## config.mk

```make
export PLATFORM = sky130hd
export DESIGN_NAME = pocap_top
export DESIGN_NICKNAME = d
export VERILOG_FILES = /design/src/hdl/pocap_pkg.sv /design/src/hdl/pocap_reg_if.sv /design/src/hdl/pocap_strap_sampler.sv /design/src/hdl/pocap_apb_slave.sv /design/src/hdl/pocap_top.sv
export SDC_FILE = /design/constraint.sdc
export NUM_CORES = 1
export LEC_CHECK = 0
export BUFFER_PORTS_ARGS = -buffer_cell sky130_fd_sc_hd__buf_2
export CORE_MARGIN = 1
export CORE_UTILIZATION = 44
export CTS_CLUSTER_DIAMETER = 50
export CTS_CLUSTER_SIZE = 14
export DETAILED_ROUTE_END_ITERATION = 8
export HOLD_SLACK_MARGIN = 0.15
export PLACE_DENSITY = 0.9
export SLEW_MARGIN = 20
export SYNTH_ARGS = -nofsm -noshare
export SYNTH_HDL_FRONTEND = slang
export SYNTH_SLANG_ARGS = --single-unit
```

## constraint.sdc

```tcl
create_clock -name clk_sys -period 5.35 [get_ports clk_sys]
set_input_delay 0.8025 -clock clk_sys [delete_from_list [all_inputs] [get_ports clk_sys]]
set_output_delay 0.8025 -clock clk_sys [all_outputs]
set_load 0.03 [all_outputs]
```

## src/hdl/pocap_pkg.sv

```systemverilog
package pocap_pkg;

  // Strap bus width and number of strap registers
  localparam int POCAP_STRAP_W = 64;
  localparam int POCAP_REG_N   = 4;

  // Register indexes; the byte address is four times the index
  localparam logic [7:0]  POCAP_IDX_PCI_MEM  = 8'h4A;
  localparam logic [7:0]  POCAP_IDX_RSVD     = 8'h4B;
  localparam logic [7:0]  POCAP_IDX_CLK_PAD  = 8'h4C;
  localparam logic [7:0]  POCAP_IDX_HOST_SPD = 8'h5F;
  localparam logic [11:0] POCAP_ADDR_PCI_MEM  = {2'h0, POCAP_IDX_PCI_MEM, 2'h0};
  localparam logic [11:0] POCAP_ADDR_RSVD     = {2'h0, POCAP_IDX_RSVD, 2'h0};
  localparam logic [11:0] POCAP_ADDR_CLK_PAD  = {2'h0, POCAP_IDX_CLK_PAD, 2'h0};
  localparam logic [11:0] POCAP_ADDR_HOST_SPD = {2'h0, POCAP_IDX_HOST_SPD, 2'h0};

  // Slot of each register inside the read array
  localparam logic [1:0] POCAP_SLOT_PCI_MEM  = 2'h0;
  localparam logic [1:0] POCAP_SLOT_RSVD     = 2'h1;
  localparam logic [1:0] POCAP_SLOT_CLK_PAD  = 2'h2;
  localparam logic [1:0] POCAP_SLOT_HOST_SPD = 2'h3;

  // Strap line numbers
  localparam int POCAP_SL_RSV_PM   = 1;
  localparam int POCAP_SL_HSPD_B6  = 2;
  localparam int POCAP_SL_HSPD_B7  = 3;
  localparam int POCAP_SL_DIV_HI   = 4;
  localparam int POCAP_SL_SYNC     = 5;
  localparam int POCAP_SL_RANGE    = 6;
  localparam int POCAP_SL_RSV_B    = 10;
  localparam int POCAP_SL_RSV_PAD  = 16;
  localparam int POCAP_SL_DIV_LO   = 17;
  localparam int POCAP_SL_HOST_PAD = 18;
  localparam int POCAP_SL_MEM_PAD  = 19;
  localparam int POCAP_SL_DOT_PAD  = 20;
  localparam int POCAP_SL_RSV_HS   = 21;
  localparam int POCAP_SL_HSPD_LO  = 24;
  localparam int POCAP_SL_CORE     = 40;

  // Field positions and widths
  localparam int POCAP_RANGE_W    = 2;
  localparam int POCAP_RSV_B_W    = 6;
  localparam int POCAP_RSV_HS_W   = 3;
  localparam int POCAP_HSPD_LO_W  = 3;
  localparam int POCAP_HSPD_W     = 5;
  localparam int POCAP_B_PM_DIV   = 4;
  localparam int POCAP_B_PM_SYNC  = 5;
  localparam int POCAP_B_PM_RANGE = 6;
  localparam int POCAP_B_RSV_LO   = 2;
  localparam int POCAP_B_PAD_DIV  = 1;
  localparam int POCAP_B_PAD_HOST = 2;
  localparam int POCAP_B_PAD_MEM  = 3;
  localparam int POCAP_B_PAD_DOT  = 4;
  localparam int POCAP_B_HS_SPD   = 3;

  // PCI output divider codes and ratios
  localparam logic [1:0] POCAP_DIV_RSVD = 2'h0;
  localparam logic [1:0] POCAP_DIV_4    = 2'h1;
  localparam logic [1:0] POCAP_DIV_3    = 2'h2;
  localparam logic [2:0] POCAP_RATIO_4  = 3'h4;
  localparam logic [2:0] POCAP_RATIO_3  = 3'h3;
  localparam logic [2:0] POCAP_RATIO_2  = 3'h2;

  // Reset values
  localparam logic        POCAP_DOT_RST   = 1'h0;
  localparam logic [31:0] POCAP_RDATA_RST = 32'h0;

  typedef enum logic {POCAP_ARMED, POCAP_HELD} pocap_cap_state_e;

endpackage

```

## src/hdl/pocap_reg_if.sv

```systemverilog
`timescale 1ns/1ps
interface pocap_reg_if import pocap_pkg::*; ();
  logic [7:0] reg_val [POCAP_REG_N];
  logic       wr_stb;
  logic [1:0] wr_slot;
  logic [7:0] wr_data;
  modport slave (input reg_val, output wr_stb, wr_slot, wr_data);
  modport regs  (output reg_val, input wr_stb, wr_slot, wr_data);
endinterface

```

## src/hdl/pocap_strap_sampler.sv

```systemverilog
`timescale 1ns/1ps
module pocap_strap_sampler import pocap_pkg::*; #(
  parameter int STRAP_W = POCAP_STRAP_W
) (
  input  wire logic               clk_sys,    // System clock
  input  wire logic               resetn,     // Async reset, low
  input  wire logic [STRAP_W-1:0] strap_line, // Strap levels
  output logic      [STRAP_W-1:0] captured,   // Held strap image
  output logic                    held,       // Image is valid
  output logic                    cap_stb     // Pulse after capture
);

  pocap_cap_state_e state;

  // Reset only loads constants; the straps are taken on the first edge
  // after release, so a strap is never copied by the async path
  always_ff @(posedge clk_sys or negedge resetn) begin
    if (!resetn) begin
      state    <= POCAP_ARMED;
      captured <= '0;
      cap_stb  <= 1'b0;
    end else begin
      cap_stb <= (state == POCAP_ARMED);
      unique case (state)
        POCAP_ARMED: begin
          captured <= strap_line;
          state    <= POCAP_HELD;
        end
        POCAP_HELD: begin
          captured <= captured; // Later bus traffic is ignored
        end
      endcase
    end
  end

  assign held = (state == POCAP_HELD);

endmodule

```

## src/hdl/pocap_apb_slave.sv

```systemverilog
`timescale 1ns/1ps
module pocap_apb_slave import pocap_pkg::*; (
  input  wire logic        clk_sys, // System clock
  input  wire logic        resetn,  // Async reset, low
  input  wire logic        psel,    // APB select
  input  wire logic        penable, // APB access phase
  input  wire logic        pwrite,  // APB direction
  input  wire logic [11:0] paddr,   // APB byte address
  input  wire logic [31:0] pwdata,  // APB write data
  input  wire logic [3:0]  pstrb,   // APB byte strobes
  output logic      [31:0] prdata,  // APB read data
  output logic             pready,  // APB ready
  output logic             pslverr, // APB error
  pocap_reg_if.slave       bus      // Register array side
);

  logic [31:0] rdata_word;
  logic        err_q;
  logic        hit;
  logic [1:0]  hit_slot;
  logic        setup;
  logic        access;

  // Address decode; only the four aligned words hit, any other address answers with an error
  assign hit = (paddr == POCAP_ADDR_PCI_MEM) || (paddr == POCAP_ADDR_RSVD)
            || (paddr == POCAP_ADDR_CLK_PAD) || (paddr == POCAP_ADDR_HOST_SPD);
  assign hit_slot = (paddr == POCAP_ADDR_RSVD)     ? POCAP_SLOT_RSVD :
                    (paddr == POCAP_ADDR_CLK_PAD)  ? POCAP_SLOT_CLK_PAD :
                    (paddr == POCAP_ADDR_HOST_SPD) ? POCAP_SLOT_HOST_SPD :
                                                     POCAP_SLOT_PCI_MEM;
  assign setup  = psel && !penable;
  assign access = psel && penable;

  // Read data is latched in setup so the access phase needs no wait
  always_ff @(posedge clk_sys or negedge resetn) begin
    if (!resetn) begin
      rdata_word <= POCAP_RDATA_RST;
      err_q      <= 1'b0;
    end else if (setup) begin
      rdata_word <= (hit && !pwrite) ? {24'h0, bus.reg_val[hit_slot]}
                                     : POCAP_RDATA_RST;
      err_q      <= !hit;
    end
  end
  // Strobes to the register array; a write lands at the ready edge
  assign prdata      = rdata_word;
  assign pready      = access;
  assign pslverr     = access && err_q;
  assign bus.wr_stb  = access && pwrite && hit && pstrb[0];
  assign bus.wr_slot = hit_slot;
  assign bus.wr_data = pwdata[7:0];

endmodule

```

## src/hdl/pocap_top.sv

```systemverilog
// Summary of operation
// - Strap line 5 goes to pci_and_memory_clock_straps bit 5; 1 means synchronised clocks.
// - Strap line 18 goes to clock_pad_direction_straps bit 2; 1 drives host clock pad.
// - Strap line 19 goes to clock_pad_direction_straps bit 3; 1 drives memory clock pad.
// - Strap line 20 goes to clock_pad_direction_straps bit 4; 1 drives dot clock pad.
// - Strap line 40 sets core rate in hardware only; 1 is double rate.
// - Strap line 4 goes to pci_and_memory_clock_straps bit 4, upper divider bit.
// - Strap lines 7 and 6 form the PCI clock range in 4A bits 7:6.
// - Host_clock_speed_straps bits 7:3 hold lines 3, 2, 26, 25, 24 as speed code.
// - Strap line 17 goes to clock_pad_direction_straps bit 1, lower divider bit.
// - Reserved lines 10-15, 16 and 21-23 fill their reserved bits.
// - Strap registers hold the sampled levels after reset.
// - Only the dot clock bit is writable; other bits are read-only.
// - PCI clock is system clock over 4, 3, 2 for codes 01, 10, 11.
`timescale 1ns/1ps
module pocap_top import pocap_pkg::*; #(
  parameter int STRAP_W = POCAP_STRAP_W
) (
  input  wire logic               clk_sys,               // 40 MHz clock
  input  wire logic               resetn,                // Async reset
  input  wire logic               psel,                  // APB select
  input  wire logic               penable,               // APB enable
  input  wire logic               pwrite,                // APB write
  input  wire logic [11:0]        paddr,                 // APB address
  input  wire logic [31:0]        pwdata,                // APB wdata
  input  wire logic [3:0]         pstrb,                 // APB strobes
  input  wire logic [STRAP_W-1:0] strap_line,            // Strap levels
  output logic      [31:0]        prdata,                // APB rdata
  output logic                    pready,                // APB ready
  output logic                    pslverr,               // APB error
  output logic                    straps_valid,          // Image held
  output logic                    clocks_synchronised,   // Mem/host sync
  output logic      [1:0]         pci_clock_range,       // PCI range
  output logic      [4:0]         host_clock_speed_code, // Host speed
  output logic                    host_clock_pad_drive_en, // Host pad out
  output logic                    memory_clock_pad_drive_en, // Mem pad
  output logic                    dot_clock_pad_drive_en,  // Dot pad out
  output logic                    double_rate_core,      // Core x2
  output logic                    single_rate_core,      // Core x1
  output logic                    pci_clock_out_pin,     // Divided clock
  output logic                    pci_clock_divided_out, // Divider pulse
  output logic                    pci_divider_reserved   // Code 00 seen
);

  logic [STRAP_W-1:0] cap;
  logic               cap_stb;
  logic               dot_src;
  logic [7:0]         reg_pci_mem;
  logic [7:0]         reg_rsvd;
  logic [7:0]         reg_clk_pad;
  logic [7:0]         reg_host_spd;
  logic [1:0]         div_code;
  logic [2:0]         div_ratio;
  logic [2:0]         div_last;
  logic [2:0]         div_half;
  logic               div_run;
  logic [2:0]         div_cnt;
  logic [2:0]         next_div_cnt;
  logic               pin_q;
  logic               pulse_q;
  logic               pad_wr;

  pocap_reg_if reg_bus ();

  // Sampler holds the strap image from the first edge after reset
  pocap_strap_sampler #(
    .STRAP_W    (STRAP_W)
  ) u_sampler (
    .clk_sys    (clk_sys),
    .resetn     (resetn),
    .strap_line (strap_line),
    .captured   (cap),
    .held       (straps_valid),
    .cap_stb    (cap_stb)
  );

  // Bus front end answers with zero wait states
  pocap_apb_slave u_apb (
    .clk_sys (clk_sys),
    .resetn  (resetn),
    .psel    (psel),
    .penable (penable),
    .pwrite  (pwrite),
    .paddr   (paddr),
    .pwdata  (pwdata),
    .pstrb   (pstrb),
    .prdata  (prdata),
    .pready  (pready),
    .pslverr (pslverr),
    .bus     (reg_bus.slave)
  );

  // Strap register images; unassigned bits are tied low
  assign reg_pci_mem = {cap[POCAP_SL_RANGE+1],
                        cap[POCAP_SL_RANGE],
                        cap[POCAP_SL_SYNC],
                        cap[POCAP_SL_DIV_HI],
                        cap[POCAP_SL_HSPD_B7],
                        cap[POCAP_SL_HSPD_B6],
                        cap[POCAP_SL_RSV_PM],
                        1'b0};
  assign reg_rsvd    = {cap[POCAP_SL_RSV_B +: POCAP_RSV_B_W],
                        2'b00};
  assign reg_clk_pad = {3'b000,
                        dot_src,
                        cap[POCAP_SL_MEM_PAD],
                        cap[POCAP_SL_HOST_PAD],
                        cap[POCAP_SL_DIV_LO],
                        cap[POCAP_SL_RSV_PAD]};
  assign reg_host_spd = {cap[POCAP_SL_HSPD_B7],
                         cap[POCAP_SL_HSPD_B6],
                         cap[POCAP_SL_HSPD_LO +: POCAP_HSPD_LO_W],
                         cap[POCAP_SL_RSV_HS +: POCAP_RSV_HS_W]};

  // Read array seen by the bus front end
  assign reg_bus.reg_val[POCAP_SLOT_PCI_MEM]  = reg_pci_mem;
  assign reg_bus.reg_val[POCAP_SLOT_RSVD]     = reg_rsvd;
  assign reg_bus.reg_val[POCAP_SLOT_CLK_PAD]  = reg_clk_pad;
  assign reg_bus.reg_val[POCAP_SLOT_HOST_SPD] = reg_host_spd;

  // Writes to any other register or bit are accepted and dropped
  assign pad_wr = reg_bus.wr_stb && (reg_bus.wr_slot == POCAP_SLOT_CLK_PAD);

  // Dot clock source: strap value first, software may override later.
  // The capture pulse wins so a stray early write cannot hide the strap.
  always_ff @(posedge clk_sys or negedge resetn) begin
    if (!resetn) begin
      dot_src <= POCAP_DOT_RST;
    end else if (cap_stb) begin
      dot_src <= cap[POCAP_SL_DOT_PAD];
    end else if (pad_wr) begin
      dot_src <= reg_bus.wr_data[POCAP_B_PAD_DOT];
    end
  end

  // Decoded configuration outputs, straight from flops except single_rate_core, gated by straps_valid
  assign clocks_synchronised       = reg_pci_mem[POCAP_B_PM_SYNC];
  assign pci_clock_range           = reg_pci_mem[POCAP_B_PM_RANGE +:
                                                 POCAP_RANGE_W];
  assign host_clock_speed_code     = reg_host_spd[POCAP_B_HS_SPD +:
                                                  POCAP_HSPD_W];
  assign host_clock_pad_drive_en   = reg_clk_pad[POCAP_B_PAD_HOST];
  assign memory_clock_pad_drive_en = reg_clk_pad[POCAP_B_PAD_MEM];
  assign dot_clock_pad_drive_en    = reg_clk_pad[POCAP_B_PAD_DOT];
  assign double_rate_core          = cap[POCAP_SL_CORE];
  assign single_rate_core          = straps_valid && !cap[POCAP_SL_CORE];

  // Divider code: strap line 4 is the upper bit, line 17 the lower
  assign div_code = {reg_pci_mem[POCAP_B_PM_DIV],
                     reg_clk_pad[POCAP_B_PAD_DIV]};
  assign div_ratio = (div_code == POCAP_DIV_4) ? POCAP_RATIO_4 :
                     (div_code == POCAP_DIV_3) ? POCAP_RATIO_3 :
                                                 POCAP_RATIO_2;
  assign div_last  = div_ratio - 3'h1;
  assign div_half  = div_ratio >> 1;
  assign div_run   = straps_valid && (div_code != POCAP_DIV_RSVD);
  assign next_div_cnt = (div_cnt == div_last) ? 3'h0 : div_cnt + 3'h1;
  assign pci_divider_reserved = straps_valid &&
                                (div_code == POCAP_DIV_RSVD);

  // PCI clock divider off the system clock; the reserved code parks it
  // low rather than guess a ratio. Odd ratio gives a short high phase.
  always_ff @(posedge clk_sys or negedge resetn) begin
    if (!resetn) begin
      div_cnt <= 3'h0;
      pin_q   <= 1'b0;
      pulse_q <= 1'b0;
    end else if (div_run) begin
      div_cnt <= next_div_cnt;
      pin_q   <= (next_div_cnt < div_half);
      pulse_q <= (div_cnt == div_last);
    end else begin
      div_cnt <= 3'h0;
      pin_q   <= 1'b0;
      pulse_q <= 1'b0;
    end
  end

  assign pci_clock_out_pin     = pin_q;
  assign pci_clock_divided_out = pulse_q;

  // Checks on the captured image and the derived outputs
  property p_sync_bit;
    @(posedge clk_sys) disable iff (!resetn)
    $rose(straps_valid) |-> clocks_synchronised == $past(strap_line[5]);
  endproperty
  a_sync_bit: assert property (p_sync_bit)
    else $error("sync bit differs from sampled strap");

  property p_host_pad;
    @(posedge clk_sys) disable iff (!resetn)
    straps_valid |-> host_clock_pad_drive_en == cap[18]
                     && reg_clk_pad[2] == cap[18];
  endproperty
  a_host_pad: assert property (p_host_pad)
    else $error("host pad direction wrong");

  property p_mem_pad;
    @(posedge clk_sys) disable iff (!resetn)
    straps_valid |-> memory_clock_pad_drive_en == cap[19]
                     && reg_clk_pad[3] == cap[19];
  endproperty
  a_mem_pad: assert property (p_mem_pad)
    else $error("memory pad direction wrong");

  property p_dot_load;
    @(posedge clk_sys) disable iff (!resetn)
    $rose(straps_valid) |=> dot_clock_pad_drive_en == cap[20]
                            && reg_clk_pad[4] == cap[20];
  endproperty
  a_dot_load: assert property (p_dot_load)
    else $error("dot pad not loaded from strap");

  property p_core_rate;
    @(posedge clk_sys) disable iff (!resetn)
    $rose(straps_valid) |-> double_rate_core == $past(strap_line[40])
                            && single_rate_core != double_rate_core;
  endproperty
  a_core_rate: assert property (p_core_rate)
    else $error("core rate select wrong");

  property p_div_code;
    @(posedge clk_sys) disable iff (!resetn)
    straps_valid |-> div_code == {cap[4], cap[17]}
                     && reg_pci_mem[4] == cap[4]
                     && reg_clk_pad[1] == cap[17];
  endproperty
  a_div_code: assert property (p_div_code)
    else $error("divider code not from lines 4 and 17");

  property p_range;
    @(posedge clk_sys) disable iff (!resetn)
    straps_valid |-> pci_clock_range == {cap[7], cap[6]};
  endproperty
  a_range: assert property (p_range)
    else $error("PCI range field wrong");

  property p_speed;
    @(posedge clk_sys) disable iff (!resetn)
    straps_valid |-> host_clock_speed_code ==
                     {cap[3], cap[2], cap[26], cap[25], cap[24]};
  endproperty
  a_speed: assert property (p_speed)
    else $error("host speed code wrong");

  property p_reserved_lines;
    @(posedge clk_sys) disable iff (!resetn)
    straps_valid |-> reg_rsvd[7:2] == cap[15:10] && reg_clk_pad[0] == cap[16]
                     && reg_host_spd[2:0] == cap[23:21];
  endproperty
  a_reserved_lines: assert property (p_reserved_lines)
    else $error("reserved strap bits misplaced");

  property p_hold;
    @(posedge clk_sys) disable iff (!resetn)
    straps_valid |=> straps_valid && $stable(cap);
  endproperty
  a_hold: assert property (p_hold)
    else $error("strap image changed after capture");

  property p_ro_bits;
    @(posedge clk_sys) disable iff (!resetn)
    straps_valid && pad_wr |=> reg_clk_pad[3:0] == $past(reg_clk_pad[3:0])
                     && reg_pci_mem == $past(reg_pci_mem);
  endproperty
  a_ro_bits: assert property (p_ro_bits)
    else $error("read-only strap bit changed by write");

  property p_dot_write;
    @(posedge clk_sys) disable iff (!resetn)
    pad_wr && !cap_stb |=> dot_clock_pad_drive_en == $past(pwdata[4]);
  endproperty
  a_dot_write: assert property (p_dot_write)
    else $error("dot bit write not taken");

  property p_zero_bits;
    @(posedge clk_sys) disable iff (!resetn)
    reg_pci_mem[0] == 1'b0 && reg_rsvd[1:0] == 2'b00
    && reg_clk_pad[7:5] == 3'b000;
  endproperty
  a_zero_bits: assert property (p_zero_bits)
    else $error("unassigned bit reads one");

  property p_div4;
    @(posedge clk_sys) disable iff (!resetn)
    pulse_q && div_code == 2'b01 |=> !pulse_q [*3] ##1 pulse_q;
  endproperty
  a_div4: assert property (p_div4)
    else $error("divide by 4 period wrong");

  property p_div3;
    @(posedge clk_sys) disable iff (!resetn)
    pulse_q && div_code == 2'b10 |=> !pulse_q [*2] ##1 pulse_q;
  endproperty
  a_div3: assert property (p_div3)
    else $error("divide by 3 period wrong");

  property p_div2;
    @(posedge clk_sys) disable iff (!resetn)
    pulse_q && div_code == 2'b11 |=> !pulse_q ##1 pulse_q;
  endproperty
  a_div2: assert property (p_div2)
    else $error("divide by 2 period wrong");

  property p_div_rsvd;
    @(posedge clk_sys) disable iff (!resetn)
    straps_valid && div_code == 2'b00 |=> !pulse_q && !pci_clock_out_pin;
  endproperty
  a_div_rsvd: assert property (p_div_rsvd)
    else $error("reserved divider code produced a clock");

endmodule

```

Yosys cells after proc, flatten, opt, wreduce, memory -nomap -nowiden --
Index checks and enable logic that the tools add are counted.
Word-level totals: register bits after elaboration 82, bits of input ports 117, output and inout bits 51, logic and storage cells 60
Cells by class: $add $sub $neg 2, order comparisons 2, equal/unequal tests 8, multiplexer cells 16, bitwise gates (word level) 2, reductions and logical operators 21
Operators with widths (count):
- 12-bit by 9-bit == test with 1-bit output, second input constant | 4
- 41-bit 2-to-1 mux | 1
- 8-bit 2-to-1 mux | 3
- 8-bit binary-select mux with 2-bit select | 1
- 1-bit logical AND | 11
- 3-bit 2-to-1 mux | 3
- 2-bit 2-to-1 mux | 3
- 1-bit 2-to-1 mux | 5
- 2-bit == test, second input constant | 2
- 1-bit zero test | 4
- 2-bit nonzero test | 2
- 3-bit by 1-bit adder with 3-bit output, second input constant | 1
- 3-bit == test | 1
- 3-bit greater-or-equal comparator, second input constant | 1
- 1-bit logical OR | 3
- 3-bit by 2-bit < comparator with 1-bit output | 1
- 2-bit inverter with 3-bit output | 1
- 3-bit by 1-bit subtractor with 3-bit output, second input constant | 1
- 2-bit by 1-bit == test with 1-bit output, second input constant | 1
- 2-bit zero test | 1
- 1-bit inverter | 1

Logic depth before layout (Yosys ltp) --
Gate-level depths: netlist of run 1.
depth in word-level cells 9, mapped depth 8, mapped depth without buffers 8

Cells and area by module --
From an unflattened synthesis of run 1, not the netlist that was laid out.
Unflattened totals: cells, all modules 309, area total of the unflattened synthesis 4067.7 um^2
By module, submodules not included:
- pocap_strap_sampler | times used 1, cells an instance 139, area an instance 2636.3 um^2, sequential area each 1651.6 um^2
- pocap_apb_slave | times used 1, cells an instance 127, area an instance 996.0 um^2, sequential area each 225.2 um^2
- pocap_top | times used 1, cells an instance 43, area an instance 435.4 um^2, sequential area each 150.1 um^2

Least setup slack after synthesis of run 1 --
Ideal clock, no wire load.
kind register to output, from reg u_sampler.state, in the netlist u_sampler.held, to out single_rate_core, data arrival time 1708 ps, required time 4548 ps, slack 2839 ps, cell stages (with the launch flop) 5, buffers on the path 2, cells stage by stage dfrtp_1 clkbuf_1 buf_1 inv_1 nor2_1
On the way: word-level cells in the longest chain between the ends 1
RTL lines:
- from (decl) | RTL line pocap_strap_sampler.sv:13 | pocap_cap_state_e state;
- from (signal assigned) | RTL line pocap_strap_sampler.sv:19 | state <= POCAP_ARMED;
- from (signal assigned) | RTL line pocap_strap_sampler.sv:27 | state <= POCAP_HELD;
- 1-bit logical AND | RTL line pocap_top.sv:146 | assign single_rate_core = straps_valid && !cap[POCAP_SL_CORE];
- to (decl) | RTL line pocap_top.sv:39 | output logic single_rate_core,
Every way passes these cells.

Worst setup path after layout of run 1 --
from reg u_sampler.captured[4], to reg pin_q, in the netlist pci_clock_out_pin
On the way: word-level cells in the longest chain between the ends 8, elaborated cells between the ends (all ways) 11, those cells by class add/sub: 1; order compare: 1; eq/ne: 3; mux: 4; reduce/logical: 2
RTL lines:
- from (decl) | RTL line pocap_strap_sampler.sv:8 | output logic [STRAP_W-1:0] captured,
- from (signal assigned) | RTL line pocap_strap_sampler.sv:26 | captured <= strap_line;
- from (signal assigned) | RTL line pocap_strap_sampler.sv:30 | captured <= captured;
- 2-bit == test | RTL line pocap_top.sv:152 | (div_code == POCAP_DIV_3) ? POCAP_RATIO_3 :
- 1-bit 2-to-1 mux | RTL line pocap_top.sv:152
- 3-bit 2-to-1 mux | RTL line pocap_top.sv:151 | assign div_ratio = (div_code == POCAP_DIV_4) ? POCAP_RATIO_4 :
- 3-bit by 1-bit subtractor with 3-bit output | RTL line pocap_top.sv:154 | assign div_last = div_ratio - 3'h1;
- 3-bit == test | RTL line pocap_top.sv:157 | assign next_div_cnt = (div_cnt == div_last) ? 3'h0 : div_cnt + 3'h1;
- 3-bit 2-to-1 mux | RTL line pocap_top.sv:157
- 3-bit by 2-bit < comparator with 1-bit output | RTL line pocap_top.sv:170 | pin_q <= (next_div_cnt < div_half);
- 1-bit 2-to-1 mux (*) | RTL line pocap_top.sv:168 | end else if (div_run) begin
- to (signal assigned) | RTL line pocap_top.sv:170
- to (decl) | RTL line pocap_top.sv:59 | logic pin_q;
Mark *: on every way between the ends. The rest lies on a longest branch, timed or not. A chain may end at the register's enable or synchronous reset.

==> metrics.csv, run 1 <==
stage;metric;value;unit
status;outcome;complete, no violations;
timing;max_slew_margin;38.4;%
grt;first_global_vias;1615;
critical_path;crit_path_start_kind;flop;
critical_path;cp.required;5.50;ns
grt;antenna_found_initial;0;
finish;syn_to_final_growth;15.0;%
floorplanning;initial_utilization;45.7;%
placement;hpwl;3.71;mm
clocking;htree_levels;2;
critical_path;cp_cell_sequence;inv_1 -> ha_1 -> xnor2_1 -> a31oi_1 -> nor2_2 -> nor2b_1 -> ha_1 -> a2111oi_0;
floorplanning;fp-row-count;26;
timing;min_period;2.21;ns
logic_synthesis;synth_compound_area_share;10.6;%
drt;ant_nets;0;
drt;routedWlPerCell;14.0;um
finish;seqCellArea;1050;um^2
clocking;numCtsBuffers;5;
finish;num_antenna_cells;0;
grt;grt_pass1_wl;7.59;mm
worst_hold_path;hold_depth;1;
clocking;tritoncts;done;
drt;drtPass1Iterations;4;
floorplanning;die_w;74.6;um
pwr;power.internal;0.510;mW
finish;drive_gt1_share;40.4;%
critical_path;cp_slowest_cell;dfrtp_1;
finish;nets;398;
pwr;irDropWorstVdd;0.209;mV
critical_path;critPathMostFrequentCell;ha_1;
placement;globalplace.congestion;0.791;
finish;design_area;2670;um^2
timing;min_period_over_period;41.3;%
finish;stdcell_count;347;
critical_path;cp_max_fo;6;
finish;fillers;453;
clocking;cts_setup_buffers;0;
logic_synthesis;synth_mux_area_share;13.0;%
clocking;hold_buffers;0;
critical_path;path_class;flop to flop;
critical_path;crit_path_max_incr_delay;0.41;ns
finish;utilization;52.5;%
logic_synthesis;yosys_warnings;0;
pwr;seqPwrFrac;48.9;%
critical_path;critical_path_arrival;2.36;ns
timing;setup_viol;0;
logic_synthesis;yosysSeqAreaShare;45.4;%
logic_synthesis;async_reset_ff_share;100;%
run;cap_viol_max_count;0;
pwr;leakagePower;1.34;nW
logic_synthesis;synth_area;2320;um^2
grt;grt_max_degree;43;
grt;grt_usage;18.5;%
logic_synthesis;synth_top_family_by_area;simple AND/OR/NAND/NOR gates;
logic_synthesis;synth_cell_types;46;
logic_synthesis;synth_ff_type;dfrtp_1;
floorplanning;die_h;74.6;um
logic_synthesis;syn_avg_cell_area;10.9;um^2
drt;vias;1742;
logic_synthesis;synthSimpleGateAreaFrac;13.9;%
pwr;swShare;31.4;%
critical_path;startpoint;u_sampler.captured[4];
placement;io_buffers;70;
logic_synthesis;synth_fa_ha_area_share;2.70;%
logic_synthesis;ys_seq_elements;42;
clocking;cts_num_sinks;42;
critical_path;worst_r2r_path_depth;8;
clocking;cts_root_buffer;clkbuf_8;
timing;slew_viol_final;0;
critical_path;endpoint_kind;flop;
drt;viasPerCell;5.02;
clocking;clk_latency;0.29;ns
critical_path;r2r-start;u_sampler.captured[4];
timing;finalSetupTns;0;ns
critical_path;r2r_end;pci_clock_out_pin;
timing;rsz0062_at_grt;no;
timing;tightest_slew;0.925;ns
critical_path;worstSetupEndpoint;pci_clock_out_pin;
timing;skew;0.00783;ns
finish;multiInputGateArea;1050;um^2
pwr;combinationalPowerShare;23.1;%
floorplanning;dieArea;5560;um^2
drt;wirelength;4.85;mm
worst_hold_path;min_path_type;flop to flop;
pwr;clockPowerShare;28.0;%
critical_path;rrSetupSlack;3.14;ns
logic_synthesis;yosys.area_share.xor_xnor;1.13;%
pwr;power.density;279;nW/um^2
logic_synthesis;synth_edf_count;0;
pwr;switchingPower;0.234;mW
floorplanning;ios;168;
grt;grt_overflow;0;
logic_synthesis;syn_inst;212;
clocking;clk_pin_slew;0.08;ns
drt;drt-initial-drc-count;81;
clocking;cts_resized;0;
placement;place_inst;339;
timing;whs;0.448;ns
clocking;cts_buffer_depth;2;
placement;dpl_cell_area;2570;um^2
timing;hold_viol;0;
timing;fmax;453;MHz
floorplanning;core;5070;um^2
drt;drcViolationCount;0;
-- cells by family after synthesis --
| kind of cell | after synthesis |
|---|---|
| compound gates | 33 |
| simple gates | 56 |
| flops | 42 |
| fa+ha+maj | 5 |
| xor+xnor | 3 |
| mux | 27 |
| buf+inv | 44 |
| other cells | 2 |
-- Yosys cell counts, types with 3 or more instances --
| cell | instances | area share, % |
|---|---|---|
| mux2_2 | 25 | 12 |
| o21ai_1 | 3 | 0.65 |
| buf_4 | 31 | 10 |
| a21o_1 | 6 | 1.9 |
| nand3_1 | 3 | 0.65 |
| o41ai_1 | 3 | 1.1 |
| nand2b_1 | 3 | 0.81 |
| o21ai_0 | 5 | 1.1 |
| nor3_1 | 4 | 0.86 |
| nand2_1 | 12 | 1.9 |
| nor4_1 | 3 | 0.81 |
| nor3b_1 | 3 | 0.97 |
| nor2_1 | 10 | 1.6 |
| o31ai_1 | 3 | 0.97 |
| dfrtp_1 | 42 | 45 |
| and3_1 | 3 | 0.81 |
| a22oi_1 | 3 | 0.97 |
| ha_1 | 5 | 2.7 |
| and2_1 | 3 | 0.81 |
| inv_1 | 7 | 1.1 |
-- final cells by class --
type,count,area share [%]
clock buffers,7,3.24
clock inverters,1,0.188
inverters,7,0.986
multi-input cells,149,39.4
flip-flops and latches,42,39.4
well taps,70,3.29
repair buffers,71,13.4
-- layout by cell type, fill, tap and decap left out, types with 3 or more instances in the layout --
cell type  instances
o31ai_1            3
o21ai_1            3
o41ai_1            3
nand2_1           12
and3_1             3
nor4_1             3
inv_1              7
and2_1             3
nor3_1             4
conb_1            25
mux2_2            25
a22oi_1            3
o21ai_0            5
dfrtp_1           42
buf_2             70
clkbuf_8           6
a21o_1             6
nor3b_1            3
nor2_1            10
nand2b_1           3
ha_1               5
nand3_1            3
-- worst max-delay path, delay by kind of cell (launching register included) --
family / cells / cell delay [ns]
flip-flops: 1 / 0.41
AND/OR/NAND/NOR: 2 / 0.26
buffers and inverters: 1 / 0.08
AO/OA/AOI/OAI: 2 / 0.71
adder cells (fa/ha/maj): 2 / 0.47
XOR/XNOR: 1 / 0.14
-- metal layers --
| metal | part of all wire [%] | track usage, % |
|---|---|---|
| met2 | 48 | 29.3 |
| met1 | 42 | 23.9 |
| met4 | 2.9 | 9.85 |
| met3 | 6.4 | 3.79 |
| met5 | 0 | 0 |
-- through the flow --
| step | power, mW | worst slack (ns) |
|---|---|---|
| after CTS | 0.751 | 3.15 |
| after global placement | 0.533 | 3.07 |
| final | 0.744 | 3.14 |
| after floorplan | 0.506 | 2.84 |
| after global routing | 0.781 | 3.02 |
| after detailed placement | 0.542 | 3.06 |
-- sequential cells by signal, summed over array words and instances, names as in the netlist --
register and cells:
u_apb.err_q 1, u_apb.prdata 8, dot_clock_pad_drive_en 1, u_sampler.cap_stb 1, u_sampler.held 1, div_cnt 3, pci_clock_out_pin 1, u_sampler.captured 25
pci_clock_divided_out 1
-- worst min path at each step --
stage | slack (ns) | end | startpoint
floorplan | 0.44 | dot_clock_pad_drive_en | u_sampler.cap_stb
global placement | 0.45 | dot_clock_pad_drive_en | u_sampler.cap_stb
detailed placement | 0.45 | dot_clock_pad_drive_en | u_sampler.cap_stb
CTS | 0.46 | dot_clock_pad_drive_en | u_sampler.cap_stb
global route | 0.49 | u_apb.prdata[1] | u_sampler.captured[1]
finish | 0.45 | dot_clock_pad_drive_en | u_sampler.cap_stb
-- power by group through the flow --
stage / Sequential, mW / Combinational, mW / Clock, mW
6_report: 0.363 / 0.172 / 0.209
5_1_grt: 0.367 / 0.188 / 0.226
4_1_cts: 0.364 / 0.172 / 0.215
3_5_place_dp: 0.370 / 0.172 / 0
3_3_place_gp: 0.369 / 0.164 / 0
2_1_floorplan: 0.378 / 0.128 / 0
Note: power is estimated with default switching activity, not from simulation.
==> run 2, diff against run 1 <==
--- a/config.mk
+++ b/config.mk
@@ -7,12 +7,12 @@
 export LEC_CHECK = 0
 export BUFFER_PORTS_ARGS = -buffer_cell sky130_fd_sc_hd__buf_2
 export CORE_MARGIN = 1
-export CORE_UTILIZATION = 44
+export CORE_UTILIZATION = 37
 export CTS_CLUSTER_DIAMETER = 50
 export CTS_CLUSTER_SIZE = 14
 export DETAILED_ROUTE_END_ITERATION = 8
 export HOLD_SLACK_MARGIN = 0.15
-export PLACE_DENSITY = 0.9
+export PLACE_DENSITY = 0.81
 export SLEW_MARGIN = 20
 export SYNTH_ARGS = -nofsm -noshare
 export SYNTH_HDL_FRONTEND = slang
==> constraint.sdc (replaced) <==
create_clock -name clk_sys -period 1.8 [get_ports clk_sys]
set_input_delay 0.27 -clock clk_sys [delete_from_list [all_inputs] [get_ports clk_sys]]
set_output_delay 0.27 -clock clk_sys [all_outputs]
set_load 0.03 [all_outputs]
==> run 2 against run 1 <==
The run now ends with setup timing left. Design area up 9.0%. Global-route usage fell by 1.7 points. Flip-flop and latch count unchanged. Sequential share of layout area decreased by 3.2 points. Fmax rose by 18%. Die area increased by 18%. Core utilization is 4.0 points lower. Combinational power grew to 3.7 times the previous value.
==> metrics.csv, run 2 (synthesized netlist as in run 1, its figures left out) <==
stage;metric;value;unit;change
status;outcome;complete, but fails checks;;was complete, no violations
status;violations;setup timing;;
clocking;clk_pin_slew;0.08;ns;about the same
floorplanning;core;5990;um^2;was 5070 um^2
floorplanning;fp-row-count;28;;was 26
grt;antenna_found_initial;0;;unchanged
pwr;p_total;2.46;mW;was 0.744 mW
clocking;cts_root_buffer;clkbuf_8;;unchanged
critical_path;worst-path-buf-inv;1;;unchanged
critical_path;critPathTopFamily;adder cells;;was compound AO/OA/AOI/OAI gates
critical_path;r2r-start;u_sampler.captured[4];;unchanged
finish;syn_to_final_growth;25.3;%;was 15.0%
critical_path;cp_slowest_cell;dfrtp_1;;unchanged
floorplanning;initial_utilization;38.7;%;was 45.7%
run;cap_viol_max_count;0;;unchanged
finish;final_cell_mix;70 x buf_2, 42 x dfrtp_1, 25 x mux2_2, 25 x conb_1;;was 70 x buf_2, 42 x dfrtp_1, 25 x mux2_2, 25 x conb_1, 12 x nand2_1
drt;drtPass1Iterations;4;;unchanged
clocking;htree_levels;2;;unchanged
grt;first_global_vias;1694;;was 1615
drt;routedWlPerCell;13.9;um;was 14.0 um
critical_path;worstSetupEndpoint;pci_clock_out_pin;;unchanged
finish;drive_gt1_share;46.9;%;was 40.4%
timing;hold_viol;0;;unchanged
clocking;clk_latency;0.29;ns;about the same
placement;hpwl;3.85;mm;was 3.71 mm
grt;grt_pass1_wl;8.11;mm;was 7.59 mm
timing;rsz0062_at_grt;yes;;was no
critical_path;worst_r2r_path_depth;8;;unchanged
finish;num_antenna_cells;0;;unchanged
floorplanning;ios;168;;unchanged
timing;finalSetupTns;-0.0801;ns;was 0 ns
clocking;cts_buffer_depth;2;;unchanged
drt;viasPerCell;4.87;;was 5.02
clocking;numCtsBuffers;5;;unchanged
grt;grt_overflow;0;;unchanged
critical_path;cp_cell_sequence;buf_6 -> ha_4 -> nor3b_4 -> a31oi_2 -> nor2_2 -> nor2b_1 -> ha_1 -> a2111oi_4;;was inv_1 -> ha_1 -> xnor2_1 -> a31oi_1 -> nor2_2 -> nor2b_1 -> ha_1 -> a2111oi_0
worst_hold_path;min_path_type;input pin to flop;;was flop to flop
timing;fmax;532;MHz;was 453 MHz
critical_path;crit_path_max_incr_delay;0.41;ns;about the same
clocking;cts_num_sinks;42;;unchanged
placement;io_buffers;70;;unchanged
critical_path;endpoint_kind;flop;;unchanged
grt;grt_usage;16.9;%;was 18.5%
finish;multiInputGateArea;1140;um^2;was 1050 um^2
pwr;power.density;848;nW/um^2;was 279 nW/um^2
finish;largest_reg_flops;25;;unchanged
timing;tightest_slew;0.509;ns;was 0.925 ns
timing;setup_viol;1;;was 0
clocking;tritoncts;done;;unchanged
critical_path;cp.required;1.99;ns;was 5.50 ns
pwr;leakagePower;1.43;nW;was 1.34 nW
finish;fillers;549;;was 453
critical_path;startpoint;u_sampler.captured[4];;unchanged
critical_path;path_class;flop to flop;;unchanged
timing;slew_viol_final;0;;unchanged
timing;max_slew_margin;66.0;%;was 38.4%
critical_path;crit_path_start_kind;flop;;unchanged
placement;globalplace.congestion;0.870;;was 0.791
critical_path;r2r_end;pci_clock_out_pin;;unchanged
finish;nets;412;;was 398
floorplanning;dieArea;6580;um^2;was 5560 um^2
critical_path;cp_max_fo;2;;was 6
critical_path;critical_path_arrival;2.07;ns;was 2.36 ns
finish;largest_register;u_sampler.captured;;unchanged
finish;utilization;48.5;%;was 52.5%
timing;skew;0.00794;ns;was 0.00783 ns
floorplanning;die_w;81.1;um;was 74.6 um
finish;seqCellArea;1050;um^2;unchanged
floorplanning;die_h;81.1;um;was 74.6 um
worst_hold_path;hold_depth;2;;was 1
critical_path;rrSetupSlack;-0.08;ns;was 3.14 ns
critical_path;critical_path_depth;8;;unchanged
drt;ant_nets;0;;unchanged
finish;layout_commonest_cell;buf_2;;unchanged
drt;wirelength;5.09;mm;was 4.85 mm
timing;setup_ws;-0.0801;ns;was 3.14 ns
drt;drt-initial-drc-count;36;;was 81
timing;min_period_over_period;104;%;was 41.3%
timing;min_period;1.88;ns;was 2.21 ns
grt;grt_max_degree;23;;was 43
drt;vias;1778;;was 1742
pwr;irDropWorstVdd;0.636;mV;was 0.209 mV
drt;drcViolationCount;0;;unchanged
run 2: cell types whose count changed in the layout (fill, tap and decap cells not counted), moves of 2 or more:
cell	before	now
buf_4	1	12
ha_1	5	2
ha_4	0	3
inv_1	7	5
inv_2	0	2
run 2: per-layer routing:
metal / track usage, % / wire length (um)
met5: 0 / 0
met4: 7.86 / 119
met3: 3.71 / 300
met2: 28.9 / 2530
met1: 20.0 / 2140
run 2: metrics by stage:
| stage | instances | area (um^2) | hold slack (ns) | setup WS (ns) |
|---|---|---|---|---|
| finish | 365 | 2900 | 0.206 | -0.0801 |
| global route | 365 | 2900 | 0.201 | -0.198 |
| CTS | 363 | 2870 | 0.203 | -0.153 |
| detailed placement | 351 | 2650 | 0.271 | -0.290 |
| global placement | 351 | 2650 | 0.266 | -0.156 |
| floorplan | 235 | 2410 | -0.0256 | -0.0192 |
run 2: repair_timing:
item / CTS / global route
hold buffers: 1 / 0
pin swaps: 7 / 6
hold endpoints to repair: 20 / 0
resized for setup: 13 / 4
setup buffers: 4 / 2
endpoints found under the setup margin: 1 / 1
run 2: layout make-up:
class                           count  share of cell area, %
Inverter                            7                  0.905
Multi-Input combinational cell    149                   39.2
Timing Repair Buffer               85                   16.6
Clock inverter                      1                   1.03
Clock buffer                        6                   2.84
Tap cell                           75                   3.23
Sequential cell                    42                   36.2
run 2: how the worst min path moves through the flow:
stage                        start                     end  slack, ns
floorplan                   resetn              div_cnt[0]      -0.03
global placement            resetn  u_sampler.captured[40]       0.27
detailed placement          resetn  u_sampler.captured[18]       0.27
CTS                  strap_line[7]   u_sampler.captured[7]       0.20
global route        strap_line[19]  u_sampler.captured[19]       0.20
finish              strap_line[25]  u_sampler.captured[25]       0.21
run 2: report_power, final:
| part | internal, mW | leakage, nW | switching (mW) |
|---|---|---|---|
| logic | 0.268 | 0.851 | 0.363 |
| registers | 1.02 | 0.517 | 0.0646 |
| clock network | 0.443 | 0.0573 | 0.301 |
